### src/core/load_meter_pkg.sv
// Package with register map, field layout and timing constants of the load current meter
package load_meter_pkg;
    localparam int          AddrWidth       = 8;                 // Register address width
    localparam int          DataWidth       = 8;                 // Register data width
    localparam int          ResultWidth     = 9;                 // Result width in 20 mA steps
    localparam logic [7:0]  ADDR_SELECT     = 8'h24;             // measure_select_start
    localparam logic [7:0]  ADDR_HIGH       = 8'h25;             // load_current_high
    localparam logic [7:0]  ADDR_LOW        = 8'h26;             // load_current_low
    localparam int          SEL_BIT         = 0;                 // Converter select bit
    localparam int          RES_MSB         = 8;                 // Result MSB position
    localparam logic [7:0]  SELECT_RESET    = 8'h00;             // Select register reset
    localparam logic [8:0]  RESULT_RESET    = 9'h000;            // Result reset value
    localparam logic [7:0]  READ_ZERO       = 8'h00;             // Unmapped and reserved reads
    localparam int          STEP_MA         = 20;                // Milliamps per result LSB
    localparam int          FULL_SCALE_MA   = 10220;             // Largest reportable current
    localparam int          MEAS_TIME_NS    = 10000;             // Averaging window length
    localparam int          CLK_PERIOD_NS   = 50;                // core_clk period
    localparam int          MEAS_CYCLES     = (MEAS_TIME_NS + CLK_PERIOD_NS - 1) / CLK_PERIOD_NS;
    localparam int          CountWidth      = 16;                // Averaging sample counter width
    localparam int          AccWidth        = ResultWidth + CountWidth; // Accumulator width
    localparam logic [1:0]  CONV_FIRST      = 2'h1;              // first_converter one-hot
    localparam logic [1:0]  CONV_SECOND     = 2'h2;              // second_converter one-hot
endpackage : load_meter_pkg

### src/core/meas_if.sv
// Interface carrying the start request and averaged result between meter and averager
interface meas_if;
    import load_meter_pkg::*;
    logic                    start;        // One-cycle start pulse
    logic                    convSel;      // 0 first_converter, 1 second_converter
    logic                    done;         // One-cycle completion pulse
    logic [ResultWidth-1:0]  average;      // Averaged result, valid with done
    modport ctrl (output start, output convSel, input done, input average);
    modport avg  (input start, input convSel, output done, output average);
endinterface : meas_if
### src/core/load_averager.sv
// Averager that integrates sampled current codes over a fixed window
module load_averager
    import load_meter_pkg::*;
(
    // Clock and reset
    input  wire logic                    core_clk,
    input  wire logic                    rst_n,
    // Synchronised samples from both converters
    input  wire logic [ResultWidth-1:0]  sampleFirst,
    input  wire logic [ResultWidth-1:0]  sampleSecond,
    // Request and result
    meas_if.avg                          meas
);
    localparam logic [CountWidth-1:0] LAST = CountWidth'(MEAS_CYCLES - 1); // Final count

    logic                    busy;       // Window in progress
    logic                    next_busy;
    logic                    sel;        // Latched converter
    logic                    next_sel;
    logic [CountWidth-1:0]   cnt;        // Samples taken
    logic [CountWidth-1:0]   next_cnt;
    logic [AccWidth-1:0]     acc;        // Running sum
    logic [AccWidth-1:0]     next_acc;
    logic                    done;       // Completion pulse
    logic                    next_done;
    logic [ResultWidth-1:0]  avgOut;     // Held average
    logic [ResultWidth-1:0]  next_avgOut;
    logic [ResultWidth-1:0]  sample;     // Sample of chosen converter
    logic [AccWidth-1:0]     sum;        // Sum including this sample

    // Next state: restart on any start, average over window
    always_comb begin
        sample      = sel ? sampleSecond : sampleFirst;
        sum         = acc + AccWidth'(sample);
        next_busy   = busy;
        next_sel    = sel;
        next_cnt    = cnt;
        next_acc    = acc;
        next_done   = 1'b0;
        next_avgOut = avgOut;
        if (meas.start) begin                                   // RL1
            next_busy = 1'b1;
            next_sel  = meas.convSel;                           // RL2
            next_cnt  = '0;
            next_acc  = '0;
        end else if (busy) begin
            next_acc = sum;
            next_cnt = cnt + CountWidth'(1);
            if (cnt == LAST) begin
                // Unsigned count of 20 mA steps, mean never above full scale
                next_avgOut = ResultWidth'(sum / AccWidth'(MEAS_CYCLES)); // RL5
                next_done   = 1'b1;
                next_busy   = 1'b0;
            end
        end
    end

    // Register stage
    always_ff @(posedge core_clk or negedge rst_n) begin
        if (!rst_n) begin
            busy   <= 1'b0;
            sel    <= 1'b0;
            cnt    <= '0;
            acc    <= '0;
            done   <= 1'b0;
            avgOut <= RESULT_RESET;
        end else begin
            busy   <= next_busy;
            sel    <= next_sel;
            cnt    <= next_cnt;
            acc    <= next_acc;
            done   <= next_done;
            avgOut <= next_avgOut;
        end
    end

    assign meas.done    = done;
    assign meas.average = avgOut;
endmodule : load_averager

### src/core/load_current_meter.sv
// Load current meter register block for two step-down converters
// Behaviour
// RL1: Any select register write starts measurement.
// RL2: Bit 0 chooses first or second converter.
// RL3: High register bit 0 holds result bit 8.
// RL4: Low register holds result bits 7:0.
// RL5: Result counts unsigned 20 mA steps.
// RL6: Old result held until both halves update.
//
// Operation
// Select write latches all eight data bits
// Same write raises a one-cycle start pulse
// Latched bit 0 steers the averager
// Any data value starts a run, reserved bits too
// Averager sums one synchronised code per clock
// Window length set by the package constants
// Averager returns the floor of the mean
// Done pulse from the averager carries the result
//
// Publishing
// All nine result bits held in one register
// High and low halves always from one run
// Both halves load on the same clock edge
// A completion between two host reads can split a pair
// Hosts wanting a matched pair read after the done pulse
//
// Restart
// Select write during a run discards that run
// Averager clears its sum on the start pulse
// Done meeting a start pulse belongs to the old run
// Such a done is dropped, old result stays
// Done plus write in one cycle: result loads, new run starts
//
// Status
// measBusy is a registered copy of the next state
// measBusy rises one cycle after the select write
// measDone pulses once on the result load edge
// Both halves readable from the cycle after measDone
//
// Read port
// Read data registered, stands for one cycle
// Zero without a read strobe
// Zero for unmapped addresses
// Writes to the result registers are ignored
//
// Reset
// Asynchronous, active low
// Select latch and result clear to zero
// Read port, busy and done low during reset
// First host access allowed one edge after release
//
// Limitations
// Sense codes cross as nine parallel bits
// Plain two-flop synchroniser per bit
// Front end must hold each code for several clocks
// Otherwise a mixed word can enter the sum
// No saturation needed: the mean never exceeds full scale
module load_current_meter
    import load_meter_pkg::*;
(
    // Clock and reset
    input  wire logic                                    core_clk,
    input  wire logic                                    rst_n,
    // Register port from the serial interface
    input  wire logic                                    regWrite,
    input  wire logic                                    regRead,
    input  wire logic [load_meter_pkg::AddrWidth-1:0]    regAddr,
    input  wire logic [load_meter_pkg::DataWidth-1:0]    regWdata,
    output logic      [load_meter_pkg::DataWidth-1:0]    regRdata,
    // Current sense codes from the analog front end
    input  wire logic [load_meter_pkg::ResultWidth-1:0]  senseFirst,
    input  wire logic [load_meter_pkg::ResultWidth-1:0]  senseSecond,
    // Status
    output logic                                         measBusy,
    output logic                                         measDone
);
    import load_meter_pkg::*;

    // One-hot control states
    typedef enum logic [1:0] {
        IDLE    = 2'b01,                              // No measurement running
        MEASURE = 2'b10                               // Averaging in progress
    } state_t;

    // Control state
    state_t                  state;                  // Control state
    state_t                  next_state;             // Next control state

    // Select latch and published result
    logic [DataWidth-1:0]    selectReg;              // measure_select_start
    logic [DataWidth-1:0]    next_selectReg;         // Next select latch
    logic [ResultWidth-1:0]  result;                 // Published result
    logic [ResultWidth-1:0]  next_result;            // Next published result

    // Next values of registered outputs
    logic [DataWidth-1:0]    next_regRdata;          // Next read data
    logic                    next_measBusy;          // Next busy level
    logic                    next_measDone;          // Next done pulse

    // Start request towards the averager
    logic                    startPulse;             // Start request to averager
    logic                    next_startPulse;        // Next start request

    // Synchroniser stages for both sense codes
    logic [ResultWidth-1:0]  firstMeta;              // Sense sync stage one
    logic [ResultWidth-1:0]  secondMeta;
    logic [ResultWidth-1:0]  firstSync;              // Sense sync stage two
    logic [ResultWidth-1:0]  secondSync;

    // Start and result travel in one bundle
    meas_if meas ();                                 // Link to averager

    // Decode a write to the select register
    // Shared by the start decode and the restart test
    function automatic logic isSelWrite(input logic wr, input logic [AddrWidth-1:0] a);
        return wr && (a == ADDR_SELECT);
    endfunction

    // Two-flop synchroniser for analog front end codes
    // First stage feeds only the second stage
    always_ff @(posedge core_clk or negedge rst_n) begin
        if (!rst_n) begin
            firstMeta  <= RESULT_RESET;
            secondMeta <= RESULT_RESET;
            firstSync  <= RESULT_RESET;
            secondSync <= RESULT_RESET;
        end else begin
            firstMeta  <= senseFirst;
            secondMeta <= senseSecond;
            firstSync  <= firstMeta;
            secondSync <= secondMeta;
        end
    end

    // Next state of control, registers and read data
    always_comb begin
        // Defaults: hold state, no pulses, read port idle
        next_state      = state;
        next_selectReg  = selectReg;
        next_result     = result;
        next_startPulse = 1'b0;
        next_measDone   = 1'b0;
        next_regRdata   = READ_ZERO;
        // Any write to the select register restarts, value irrelevant
        if (isSelWrite(regWrite, regAddr)) begin
            // Latch all bits, reserved ones included
            next_selectReg  = regWdata;
            next_startPulse = 1'b1;                   // RL1
            next_state      = MEASURE;
        end
        // Completion handling per control state
        case (state)
            IDLE: begin
                // Nothing to finish
            end
            MEASURE: begin
                // Completion publishes both halves at once; a start in the
                // same cycle is the newer request and keeps us measuring
                if (meas.done && !startPulse) begin
                    next_result   = meas.average;     // RL6
                    next_measDone = 1'b1;
                    // A same-cycle write keeps the block measuring
                    if (!isSelWrite(regWrite, regAddr)) begin
                        next_state = IDLE;
                    end
                end
            end
            // Illegal code falls back to idle
            default: begin
                next_state = IDLE;
            end
        endcase
        // Busy level mirrors the next state
        next_measBusy = (next_state == MEASURE);
        // Read mux
        if (regRead) begin
            case (regAddr)
                ADDR_SELECT: next_regRdata = selectReg;
                ADDR_HIGH:   next_regRdata = {7'h00, result[RES_MSB]};        // RL3
                ADDR_LOW:    next_regRdata = result[DataWidth-1:0];           // RL4
                default:     next_regRdata = READ_ZERO;
            endcase
        end
    end

    // Register stage
    // Reset clears outputs so the read port idles at zero
    always_ff @(posedge core_clk or negedge rst_n) begin
        if (!rst_n) begin
            state      <= IDLE;
            selectReg  <= SELECT_RESET;
            result     <= RESULT_RESET;
            startPulse <= 1'b0;
            regRdata   <= READ_ZERO;
            measBusy   <= 1'b0;
            measDone   <= 1'b0;
        end else begin
            state      <= next_state;
            selectReg  <= next_selectReg;
            result     <= next_result;
            startPulse <= next_startPulse;
            regRdata   <= next_regRdata;
            measBusy   <= next_measBusy;
            measDone   <= next_measDone;
        end
    end

    // Request fields towards the averager
    assign meas.start   = startPulse;
    assign meas.convSel = selectReg[SEL_BIT];         // RL2

    // Averager of the chosen converter
    // Sense codes enter the averager already synchronised
    load_averager u_averager (
        .core_clk     (core_clk),
        .rst_n        (rst_n),
        .sampleFirst  (firstSync),
        .sampleSecond (secondSync),
        .meas         (meas)
    );
endmodule : load_current_meter

### config.mk
export PLATFORM = sky130hd
export DESIGN_NAME = load_current_meter
export DESIGN_NICKNAME = d
export VERILOG_FILES = /design/src/core/load_meter_pkg.sv /design/src/core/meas_if.sv /design/src/core/load_averager.sv /design/src/core/load_current_meter.sv
export SDC_FILE = /design/constraint.sdc
export NUM_CORES = 1
export LEC_CHECK = 0
export ABC_AREA = 1
export BUFFER_PORTS_ARGS = -buffer_cell sky130_fd_sc_hd__buf_2
export CORE_MARGIN = 3
export CORE_UTILIZATION = 50
export CTS_BUF_LIST = sky130_fd_sc_hd__clkbuf_4
export DETAILED_ROUTE_END_ITERATION = 7
export MAX_ROUTING_LAYER = met4
export PLACE_DENSITY_LB_ADDON = 0.3
export SYNTH_ARGS = -nofsm -noshare
export SYNTH_HDL_FRONTEND = slang
export SYNTH_SLANG_ARGS = --single-unit
### constraint.sdc
create_clock -name core_clk -period 11.1 [get_ports core_clk]
set_input_delay 1.11 -clock core_clk [delete_from_list [all_inputs] [get_ports core_clk]]
set_output_delay 1.11 -clock core_clk [all_outputs]
set_load 0.05 [all_outputs]
==> results.yml, run 1 <==
outcome:
  run_status: "completed"
synthesis:
  dominantRegCellSynth: "dfrtp_1"
  synth_edf_count: 0
  ys_seq_elements: 119
  syn_nets: 1245
  syn_inst: 1194
  syn_avg_cell_area_um2: 6.89
  ys_async_sr_fraction: 1.00
  synth_cell_types: 41
  synth_area_um2: 8220
  ys_seq_area_frac: 0.362
  yosysWarnings: 0
power:
  p_leak_nw: 5.30
  vdd_ir_drop_max_mv: 0.137
  power.total_mw: 1.89
  powerDensity_nw_per_um2: 194
die:
  io-pin-count: 48
  die_area_um2: 18000
  rows: 46
  die_height_um: 134
  start_util: 0.514
  core_um2: 16000
  die_w_um: 134
routing:
  ant_nets: 0
  drc: 0
  drtIter0Drc: 404
  drt_wl_total_um: 17800
  via_per_inst: 5.06
  dr.pass1.iters: 5
  vias: 7623
  wire_per_inst_um: 11.8
critical_path:
  endpoint: "u_averager.meas.average[0]"
  arrival_ns: 10.79
  start_kind: "flip-flop"
  rr_endpoint: "u_averager.meas.average[0]"
  crit_top_cell: "nand2_1"
  max_stage_delay_ns: 0.43
  rr_startpoint: "u_averager.sel"
  r2r_cells: 90
  cp_slowest_cell: "dfrtp_2"
  crit_fanout: 7
  critPathCaptureType: "flip-flop"
  worst-setup-path-type: "flip-flop to flip-flop"
  worstPathRequired_ns: 11.56
  r2r_slack_ns: 0.77
  crit_path_start: "u_averager.sel"
layout:
  num_antenna_cells: 0
  post_route_cells_drive_above_1_share: 0.246
  final.fill_count: 1439
  layout_commonest_cell: "nand2_1"
  final_util: 0.609
  area_growth_pct: 18.4
  multi_input_area_um2: 5060
  nets: 1331
  regArea_um2: 2980
  stdcell_count: 1508
  layout_common_cells: "nand2_1 (343), inv_1 (142), dfrtp_1 (117), nand3_1 (84), nor2_1 (77)"
timing:
  max_slew_margin: 0.333
  fin_tns_setup_ns: 0
  skew_ns: 0.0124
  fmax_mhz: 96.8
  tightest_slew_ns: 0.994
  setup_viol: 0
  period_share: 0.931
  finalHoldViolCount: 0
  min_period_ns: 10.33
  timing.final.max_slew_violations: 0
  holdWs_ns: 0.353
flow_run:
  maxCapViolCount: 0
placement:
  place_inst: 1448
  portBuffers: 47
  post-dp-hpwl_um: 12700
  gp_congestion: 0.929
cts:
  cts_tree: "yes"
  cts_buffer_depth: 2
  clock_latency_ns: 0.54
  clock_sinks: 119
  h-tree-depth: 4
  cts_buffers: 17
  holdBufCountCts: 0
  path_clk_slew_ns: 0.10
  clockRootBuffer: "clkbuf_4"
global_routing:
  grt_first_pass_wirelength_um: 28900
  track_usage: 0.196
  antenna_found_initial: 0
  grt_max_degree: 84
  gr-total-overflow: 0
  grt_pass1_vias: 6752
min_path:
  hp-class: "flip-flop to flip-flop"
[through the flow]
| step | area, µm² | worst slack (ns) |
|---|---|---|
| after CTS | 9000 | 0.180 |
| final | 9740 | 0.766 |
| after floorplan | 8220 | 1.64 |
| after global routing | 9740 | -0.226 |
| after global placement | 8710 | 0.518 |
| after detailed placement | 8710 | 0.243 |
[cell type report]
class / instances / area share
Clock inverter: 13 / 0.0161
Tap cell: 216 / 0.0278
Inverter: 170 / 0.0662
Timing Repair Buffer: 80 / 0.0502
Multi-Input combinational cell: 892 / 0.520
Clock buffer: 18 / 0.0139
Sequential cell: 119 / 0.306
[worst min path at each step]
stage / startpoint / slack, ns / cells after the start / to
floorplan: firstMeta[0] / 0.33 / 0 / firstSync[0]
global placement: secondMeta[0] / 0.33 / 0 / secondSync[0]
detailed placement: firstMeta[4] / 0.33 / 0 / firstSync[4]
CTS: secondMeta[7] / 0.36 / 0 / secondSync[7]
global route: firstMeta[0] / 0.36 / 0 / firstSync[0]
finish: firstMeta[7] / 0.35 / 0 / firstSync[7]
[logic make-up (layout without fill, tap and decap cells)]
family,count (synthesis),in the layout,share of synthesized area
simple gates,721,721,0.417
xor+xnor,27,27,0.0297
buf+inv,183,281,0.0835
compound gates,131,131,0.0866
flops,119,119,0.362
fa+ha+maj,13,13,0.0207
[power by group]
part	leakage, nW	internal [mW]	switching [mW]	total (mW)
clock network	0.146	0.156	0.160	0.316
registers	1.55	0.469	0.0271	0.496
logic	3.60	0.392	0.689	1.08
[routing by layer]
layer / up-vias / global-route usage / wire length [µm]
li1: 3994 / - / -
met1: 3477 / 0.265 / 8440
met2: 134 / 0.305 / 8490
met3: 18 / 0.0405 / 689
met4: 0 / 0.0520 / 213
met5: - / - / 0
[state kept, by name, summed over array words and instances, names as in the netlist, 8 cells and up]
name                     count
firstMeta                    9
firstSync                    9
regRdata                     8
result                       9
secondMeta                   9
secondSync                   9
selectReg                    8
u_averager.acc              25
u_averager.cnt              16
u_averager.meas.average      9
[critical path: cells and delay by family (launching register included)]
| family | cells | cell delay [ns] |
|---|---|---|
| and+or+nand+nor | 76 | 7.52 |
| AOI/OAI and AO/OA | 5 | 0.96 |
| buffers and inverters | 7 | 0.73 |
| DFF | 1 | 0.43 |
| xor gates and xnor gates | 1 | 0.28 |
| adders and majority gates | 1 | 0.26 |
[repair_timing]
action,4_1_cts,5_1_grt
gates resized for setup,0,115
endpoints found under the setup margin,0,4
buffers inserted,0,29
[cell usage after synthesis (all sizes together) (6+ instances only)]
| cell | number | area (µm²) |
|---|---|---|
| nor3 | 12 | 60.1 |
| inv | 164 | 616 |
| nor2 | 102 | 458 |
| xor2 | 21 | 191 |
| nor4 | 6 | 37.5 |
| o22ai | 10 | 62.6 |
| clkbuf | 13 | 48.8 |
| dfrtp | 118 | 2950 |
| ha | 12 | 150 |
| o21ai | 72 | 379 |
| a21oi | 39 | 195 |
| nand4 | 34 | 263 |
| nand2 | 448 | 1910 |
| clkinv | 6 | 22.5 |
| xnor2 | 6 | 52.6 |
| nand3 | 109 | 633 |
Note: power is estimated with default switching activity, not from simulation.
==> inputs of run 2 (changes only) <==
--- a/config.mk
+++ b/config.mk
@@ -5,14 +5,13 @@
 export SDC_FILE = /design/constraint.sdc
 export NUM_CORES = 1
 export LEC_CHECK = 0
-export ABC_AREA = 1
 export BUFFER_PORTS_ARGS = -buffer_cell sky130_fd_sc_hd__buf_2
 export CORE_MARGIN = 3
 export CORE_UTILIZATION = 50
 export CTS_BUF_LIST = sky130_fd_sc_hd__clkbuf_4
 export DETAILED_ROUTE_END_ITERATION = 7
 export MAX_ROUTING_LAYER = met4
-export PLACE_DENSITY_LB_ADDON = 0.3
+export PLACE_DENSITY = 0.67
 export SYNTH_ARGS = -nofsm -noshare
 export SYNTH_HDL_FRONTEND = slang
 export SYNTH_SLANG_ARGS = --single-unit
==> run 2 against run 1 <==
Compared with the run above: the run now ends with negative setup slack left; synthesized cell count down 1.2%; count of clock-buffer cells in the layout unchanged; register-to-register slack worse by 2.2 ns; first-iteration DRC count rose to 2.6 times the previous value; critical path depth down 36; largest cell class unchanged; highest routed layer unchanged.
==> results.yml, run 2 <==
critical_path:
  crit_fanout: 8
  arrival_ns: 12.97
  r2r_cells: 54
  worst-setup-path-type: "flip-flop to flip-flop"
  critPathCaptureType: "flip-flop"
  start_kind: "flip-flop"
  cp_slowest_cell: "or4_4"
  worstPathRequired_ns: 11.55
  max_stage_delay_ns: 0.58
synthesis:
  synth_edf_count: 0
  synth_top_family_by_area: "compound AO/OA/AOI/OAI gates"
  muxShareOfSynthArea: 0.0541
  ys_seq_area_frac: 0.302
  ys_seq_elements: 119
  synth_top_area_share: 0.299
  ys_async_sr_fraction: 1.00
  dominantRegCellSynth: "dfrtp_1"
  synth_area_um2: 9860
  synth_compound_area_frac: 0.292
  yosys-top-cells-count: "nor2_1 (126), dfrtp_1 (118), nand2_1 (113)"
  synth_cell_types: 118
  synth_top_area_cell: "dfrtp_1"
  syn_inst: 1180
  yosysMostFrequentCell: "nor2_1"
  ys_top_cells_by_area: "dfrtp_1 (30%), nor2_1 (4.8%), nand2_1 (4.3%), xnor2_1 (4.3%), a21oi_1 (3.4%)"
  synth_adder_area_share: 0.0183
  yosys.area_share.simple: 0.236
  syn_nets: 1231
  yosysWarnings: 0
  syn_avg_cell_area_um2: 8.36
  synth_xor_area_frac: 0.0632
timing:
  finalHoldViolCount: 0
  worst_slack_ns: -1.42
  skew_ns: 0.0233
  timing.final.max_slew_violations: 0
  period_share: 1.13
  min_period_ns: 12.52
  setup_viol: 4
  tightest_slew_ns: 0.995
  rsz0062_at_grt: "yes"
  max_slew_margin: 0.332
  fmax_mhz: 79.9
cts:
  path_clk_slew_ns: 0.12
  h-tree-depth: 4
  holdBufCountCts: 0
  clockRootBuffer: "clkbuf_4"
  clock_latency_ns: 0.55
  clock_sinks: 119
  cts_buffers: 17
  cts_buffer_depth: 2
  cts_tree: "yes"
die:
  die_w_um: 146
  rows: 50
  core_um2: 19000
  die_area_um2: 21400
  start_util: 0.518
  die_height_um: 146
  io-pin-count: 48
layout:
  num_antenna_cells: 0
  area_growth_pct: 50.0
  regMostFlops: "u_averager.acc"
  post_route_cells_drive_above_1_share: 0.438
  nets: 1646
  top_regs: "u_averager.acc x25, u_averager.cnt x16"
  stdcell_count: 1868
  layout_commonest_cell: "buf_4"
  largest_reg_flops: 25
  layout_common_cells: "buf_4 (387), dfrtp_1 (117), nor2_1 (114), nand2_1 (107), a21oi_1 (51)"
routing:
  ant_nets: 0
  drtIter0Drc: 1051
  drc: 0
  drt_wl_total_um: 34400
  wire_per_inst_um: 18.4
  dr.pass1.iters: 5
  via_per_inst: 6.15
  vias: 11500
global_routing:
  grt_pass1_vias: 11100
  antenna_found_initial: 0
  grt_max_degree: 79
  track_usage: 0.316
  gr-total-overflow: 0
  grt_first_pass_wirelength_um: 55200
placement:
  portBuffers: 47
  place_inst: 1782
  post-dp-hpwl_um: 24100
  gp_congestion: 0.972
  dpl_worst_slack_ns: -1.49
min_path:
  hp-class: "flip-flop to flip-flop"
  hold_depth: 0
outcome:
  run_status: "finished with violations"
  violations: "negative setup slack"
flow_run:
  maxCapViolCount: 0
==> run 2: layout make-up <==
| type | instances | area [µm²] |
|---|---|---|
| clock inverters | 14 | 181 |
| clock buffers | 18 | 135 |
| well taps | 260 | 325 |
| flip-flops and latches | 119 | 2980 |
| repair buffers | 453 | 3390 |
| multi-input cells | 984 | 7700 |
| fillers | 1356 | 4230 |
| inverters | 20 | 75.1 |
==> run 2: routing by layer <==
layer | up-vias | global-route usage | routed length, µm
met5 | - | - | 0
li1 | 5367 | - | -
met4 | 0 | 0.0800 | 621
met1 | 5545 | 0.429 | 15000
met2 | 505 | 0.508 | 16600
met3 | 70 | 0.0379 | 2170
==> run 2: worst paths after layout <==
path / from / to / slack, ns
setup / recovery: u_averager.sel / u_averager.meas.average[0] / -1.42
hold / removal: secondMeta[5] / secondSync[5] / 0.34
setup reg to reg: u_averager.sel / u_averager.meas.average[0] / -1.42
hold reg to reg: secondMeta[5] / secondSync[5] / 0.34
max in group asynchronous: rst_n / firstMeta[4] / 9.22
min in group asynchronous: rst_n / u_averager.meas.average[8] / 0.54
==> run 2: cells by family after synthesis <==
kind of cell / after synthesis
adders and majority gates: 14
xor gates and xnor gates: 69
buffers and inverters: 77
AOI/OAI and AO/OA: 385
muxes: 49
and+or+nand+nor: 467
DFF: 119
==> run 2: worst max-delay path: cells and delay by family (launching register included) <==
family | cells | cell delay [ns]
fa+ha+maj | 3 | 0.67
buf+inv | 11 | 1.55
flops | 1 | 0.48
mux | 3 | 0.61
compound gates | 27 | 6.02
xor+xnor | 1 | 0.19
simple gates | 9 | 2.87
==> run 2: what timing repair did <==
item | CTS | global route
gates resized for setup | 121 | 51
endpoints found under the setup margin | 4 | 5
pin swaps | 68 | 36
buffers inserted | 37 | 17
==> run 2: per-stage QoR <==
stage	utilization	instance area, µm²	hold WS [ns]	TNS [ns]
after global routing	0.778	14800	0.354	-4.93
after floorplan	-	10300	0.331	-0.958
after detailed placement	0.696	13200	0.335	-3.31
after CTS	0.757	14400	0.349	-1.76
after global placement	0.696	13200	0.333	-2.71
final	0.778	14800	0.344	-3.47
Power of run 2 is left out: the tool's default activity adds up to more than one toggle a clock period on the data nets, which glitch-free logic cannot reach.
==> inputs of run 3 (changes only) <==
--- a/config.mk
+++ b/config.mk
@@ -6,12 +6,14 @@
 export NUM_CORES = 1
 export LEC_CHECK = 0
 export BUFFER_PORTS_ARGS = -buffer_cell sky130_fd_sc_hd__buf_2
+export CELL_PAD_IN_SITES_DETAIL_PLACEMENT = 1
+export CELL_PAD_IN_SITES_GLOBAL_PLACEMENT = 1
 export CORE_MARGIN = 3
-export CORE_UTILIZATION = 50
+export CORE_UTILIZATION = 49
 export CTS_BUF_LIST = sky130_fd_sc_hd__clkbuf_4
 export DETAILED_ROUTE_END_ITERATION = 7
 export MAX_ROUTING_LAYER = met4
-export PLACE_DENSITY = 0.67
+export PLACE_DENSITY_LB_ADDON = 0.1
 export SYNTH_ARGS = -nofsm -noshare
 export SYNTH_HDL_FRONTEND = slang
 export SYNTH_SLANG_ARGS = --single-unit
==> run 3 against run 2 <==
Compared with the run above: the run now fails in clock tree synthesis (4_1_cts); area after synthesis is the same; synthesized cell count did not move.
==> results.yml, run 3 <==
cts:
  clock_sinks: 119
  cts.repair.resized: 229
  cts_buffers: 17
  cts_buffer_depth: 2
  clockRootBuffer: "clkbuf_4"
  cts_setup_buffers: 84
  holdBufCountCts: 0
  h-tree-depth: 4
synthesis:
  dominantRegCellSynth: "dfrtp_1"
  ys_seq_area_frac: 0.302
  yosysMostFrequentCell: "nor2_1"
  synth_edf_count: 0
  ys_top_cells_by_area: "dfrtp_1 (30%), nor2_1 (4.8%), nand2_1 (4.3%), xnor2_1 (4.3%), a21oi_1 (3.4%)"
  synth_top_area_cell: "dfrtp_1"
  ys_async_sr_fraction: 1.00
  synth_area_um2: 9860
  yosys-top-cells-count: "nor2_1 (126), dfrtp_1 (118), nand2_1 (113)"
  syn_inst: 1180
  syn_nets: 1231
  syn_avg_cell_area_um2: 8.36
  synth_top_area_share: 0.299
  yosysWarnings: 0
  ys_seq_elements: 119
  synth_cell_types: 118
placement:
  portBuffers: 47
  post-dp-hpwl_um: 34900
  gp_congestion: 0.990
  dpl_cell_area_um2: 13400
die:
  io-pin-count: 48
  die_height_um: 148
  rows: 51
  start_util: 0.503
  die_w_um: 148
outcome:
  tool.error: "[ERROR DPL-0033] detailed placement checks failed during check placement."
  run_status: "aborted with a tool error"
  haltStage: "clock tree synthesis (4_1_cts)"
run 3: cell counts after synthesis:
No cell type changed its count.
run 3: cells by family after synthesis:
family / count (synthesis) / share of synthesized area
xor gates and xnor gates: 69 / 0.0632
and+or+nand+nor: 467 / 0.236
adders and majority gates: 14 / 0.0183
buffers and inverters: 77 / 0.0348
muxes: 49 / 0.0541
AOI/OAI and AO/OA: 385 / 0.292
DFF: 119 / 0.302
run 3: through the flow:
stage	cells	worst slack [ns]
floorplan	1180	-0.752
global placement	1804	-1.40
detailed placement	1804	-2.38
==> inputs of run 4 (changes only) <==
==> config.mk (replaced) <==
export PLATFORM = sky130hd
export DESIGN_NAME = load_current_meter
export DESIGN_NICKNAME = d
export VERILOG_FILES = /design/src/core/load_meter_pkg.sv /design/src/core/meas_if.sv /design/src/core/load_averager.sv /design/src/core/load_current_meter.sv
export SDC_FILE = /design/constraint.sdc
export NUM_CORES = 1
export LEC_CHECK = 0
export BUFFER_PORTS_ARGS = -buffer_cell sky130_fd_sc_hd__buf_2
export CORE_MARGIN = 3
export CORE_UTILIZATION = 35
export DETAILED_ROUTE_END_ITERATION = 7
export PLACE_DENSITY_LB_ADDON = 0.15
export SYNTH_ARGS = -nofsm -noshare
export SYNTH_HDL_FRONTEND = slang
export SYNTH_SLANG_ARGS = --single-unit
==> run 4 against run 3 <==
Compared with the run above: the flow now finishes, with violations (negative setup slack).
==> results.yml, run 4 (synthesized netlist as in run 2, its figures left out) <==
global_routing:
  grt_max_degree: 67
  grt_first_pass_wirelength_um: 53300
  grt_pass1_vias: 10600
  antenna_found_initial: 0
  track_usage: 0.209
  gr-total-overflow: 0
routing:
  drc: 0
  ant_nets: 0
  drtIter0Drc: 784
  drt_wl_total_um: 32800
  via_per_inst: 5.51
  vias: 11000
  dr.pass1.iters: 5
  wire_per_inst_um: 16.4
critical_path:
  crit_path_start: "u_averager.sel"
  cp_top_family: "compound AO/OA/AOI/OAI gates"
  max_stage_delay_ns: 0.57
  cp_slowest_cell: "or4_4"
  start_kind: "flip-flop"
  arrival_ns: 12.55
  worst-path-buf-inv: 13
  worstPathRequired_ns: 11.46
  crit_top_cell: "buf_6"
  r2r_cells: 54
  rr_endpoint: "u_averager.meas.average[0]"
  r2r_slack_ns: -1.09
  rr_startpoint: "u_averager.sel"
  critPathCaptureType: "flip-flop"
  crit_fanout: 6
  worst-setup-path-type: "flip-flop to flip-flop"
layout:
  area_growth_pct: 57.9
  num_antenna_cells: 0
  nets: 1667
  largest_reg_flops: 25
  post_route_cells_drive_above_1_share: 0.469
  layout_common_cells: "buf_4 (402), dfrtp_1 (117), nor2_1 (114), nand2_1 (110), a21oi_1 (55)"
  multi_input_area_um2: 7920
  layout_commonest_cell: "buf_4"
  regArea_um2: 2980
  top_regs: "u_averager.acc x25, u_averager.cnt x16"
  regMostFlops: "u_averager.acc"
  final.fill_count: 2444
placement:
  post-dp-hpwl_um: 23700
  portBuffers: 47
  dpl_worst_slack_ns: -1.60
  gp_congestion: 0.896
cts:
  clock_latency_ns: 0.42
  cts_buffer_depth: 2
  cts_buffers: 17
  clockRootBuffer: "clkbuf_16"
  holdBufCountCts: 0
  h-tree-depth: 4
  path_clk_slew_ns: 0.06
  cts_tree: "yes"
  clock_sinks: 119
min_path:
  hp-class: "flip-flop to flip-flop"
  hold_depth: 0
  worstHoldStart: "firstMeta[1]"
  whs_endpoint: "firstSync[1]"
timing:
  skew_ns: 0.0101
  rsz0062_at_grt: "yes"
  worst_slack_ns: -1.09
  tightest_slew_ns: 0.897
  setup_viol: 3
  fmax_mhz: 82.0
  finalHoldViolCount: 0
  period_share: 1.10
  min_period_ns: 12.19
  timing.final.max_slew_violations: 0
  max_slew_margin: 0.398
die:
  die_height_um: 174
  die_area_um2: 30200
  core_um2: 27300
  rows: 60
  die_w_um: 174
  start_util: 0.361
  io-pin-count: 48
outcome:
  violations: "negative setup slack"
  run_status: "finished with violations"
flow_run:
  maxCapViolCount: 0
run 4: what timing repair did:
| item | in CTS | in global routing |
|---|---|---|
| gates resized for setup | 128 | 88 |
| pin swaps | 77 | 58 |
| endpoints found under the setup margin | 4 | 4 |
| cloned | 1 | 0 |
| setup buffers | 38 | 25 |
run 4: cell type report:
cell class,instances,share of cell area
Inverter,20,0.00482
Multi-Input combinational cell,985,0.509
Tap cell,372,0.0299
Sequential cell,119,0.191
Clock buffer,17,0.0273
Clock inverter,15,0.00989
Timing Repair Buffer,473,0.228
run 4: metal layers:
metal  global-route usage  vias to the layer above  share of wire  wire [µm]
met1                0.304                     5300           0.48      15700
li1                     -                     5426              -          -
met2                0.332                      249           0.47      15300
met4               0.0449                        0          0.014        452
met5                    0                        -              0          0
met3               0.0278                       45          0.041       1360
run 4: metrics by stage:
step / hold WS, ns / utilization / TNS, ns / instances / instance area, µm²
after floorplan: 0.331 / - / -0.958 / 1180 / 10300
after global routing: 0.352 / 0.570 / -3.67 / 2001 / 15600
after global placement: 0.335 / 0.492 / -3.22 / 1905 / 13400
final: 0.347 / 0.570 / -2.17 / 2001 / 15600
after detailed placement: 0.335 / 0.492 / -3.77 / 1905 / 13400
after CTS: 0.346 / 0.547 / -1.63 / 1976 / 15000
run 4: how the worst max path moves through the flow:
stage | endpoint | slack [ns] | cells after the start
final | u_averager.meas.average[0] | -1.09 | 54
after global routing | u_averager.meas.average[0] | -1.57 | 53
after CTS | u_averager.meas.average[0] | -0.91 | 49
after detailed placement | u_averager.meas.average[0] | -1.60 | 51
after global placement | u_averager.meas.average[0] | -1.46 | 48
after floorplan | u_averager.meas.average[0] | -0.75 | 49
Power of run 4 is left out for the same reason.
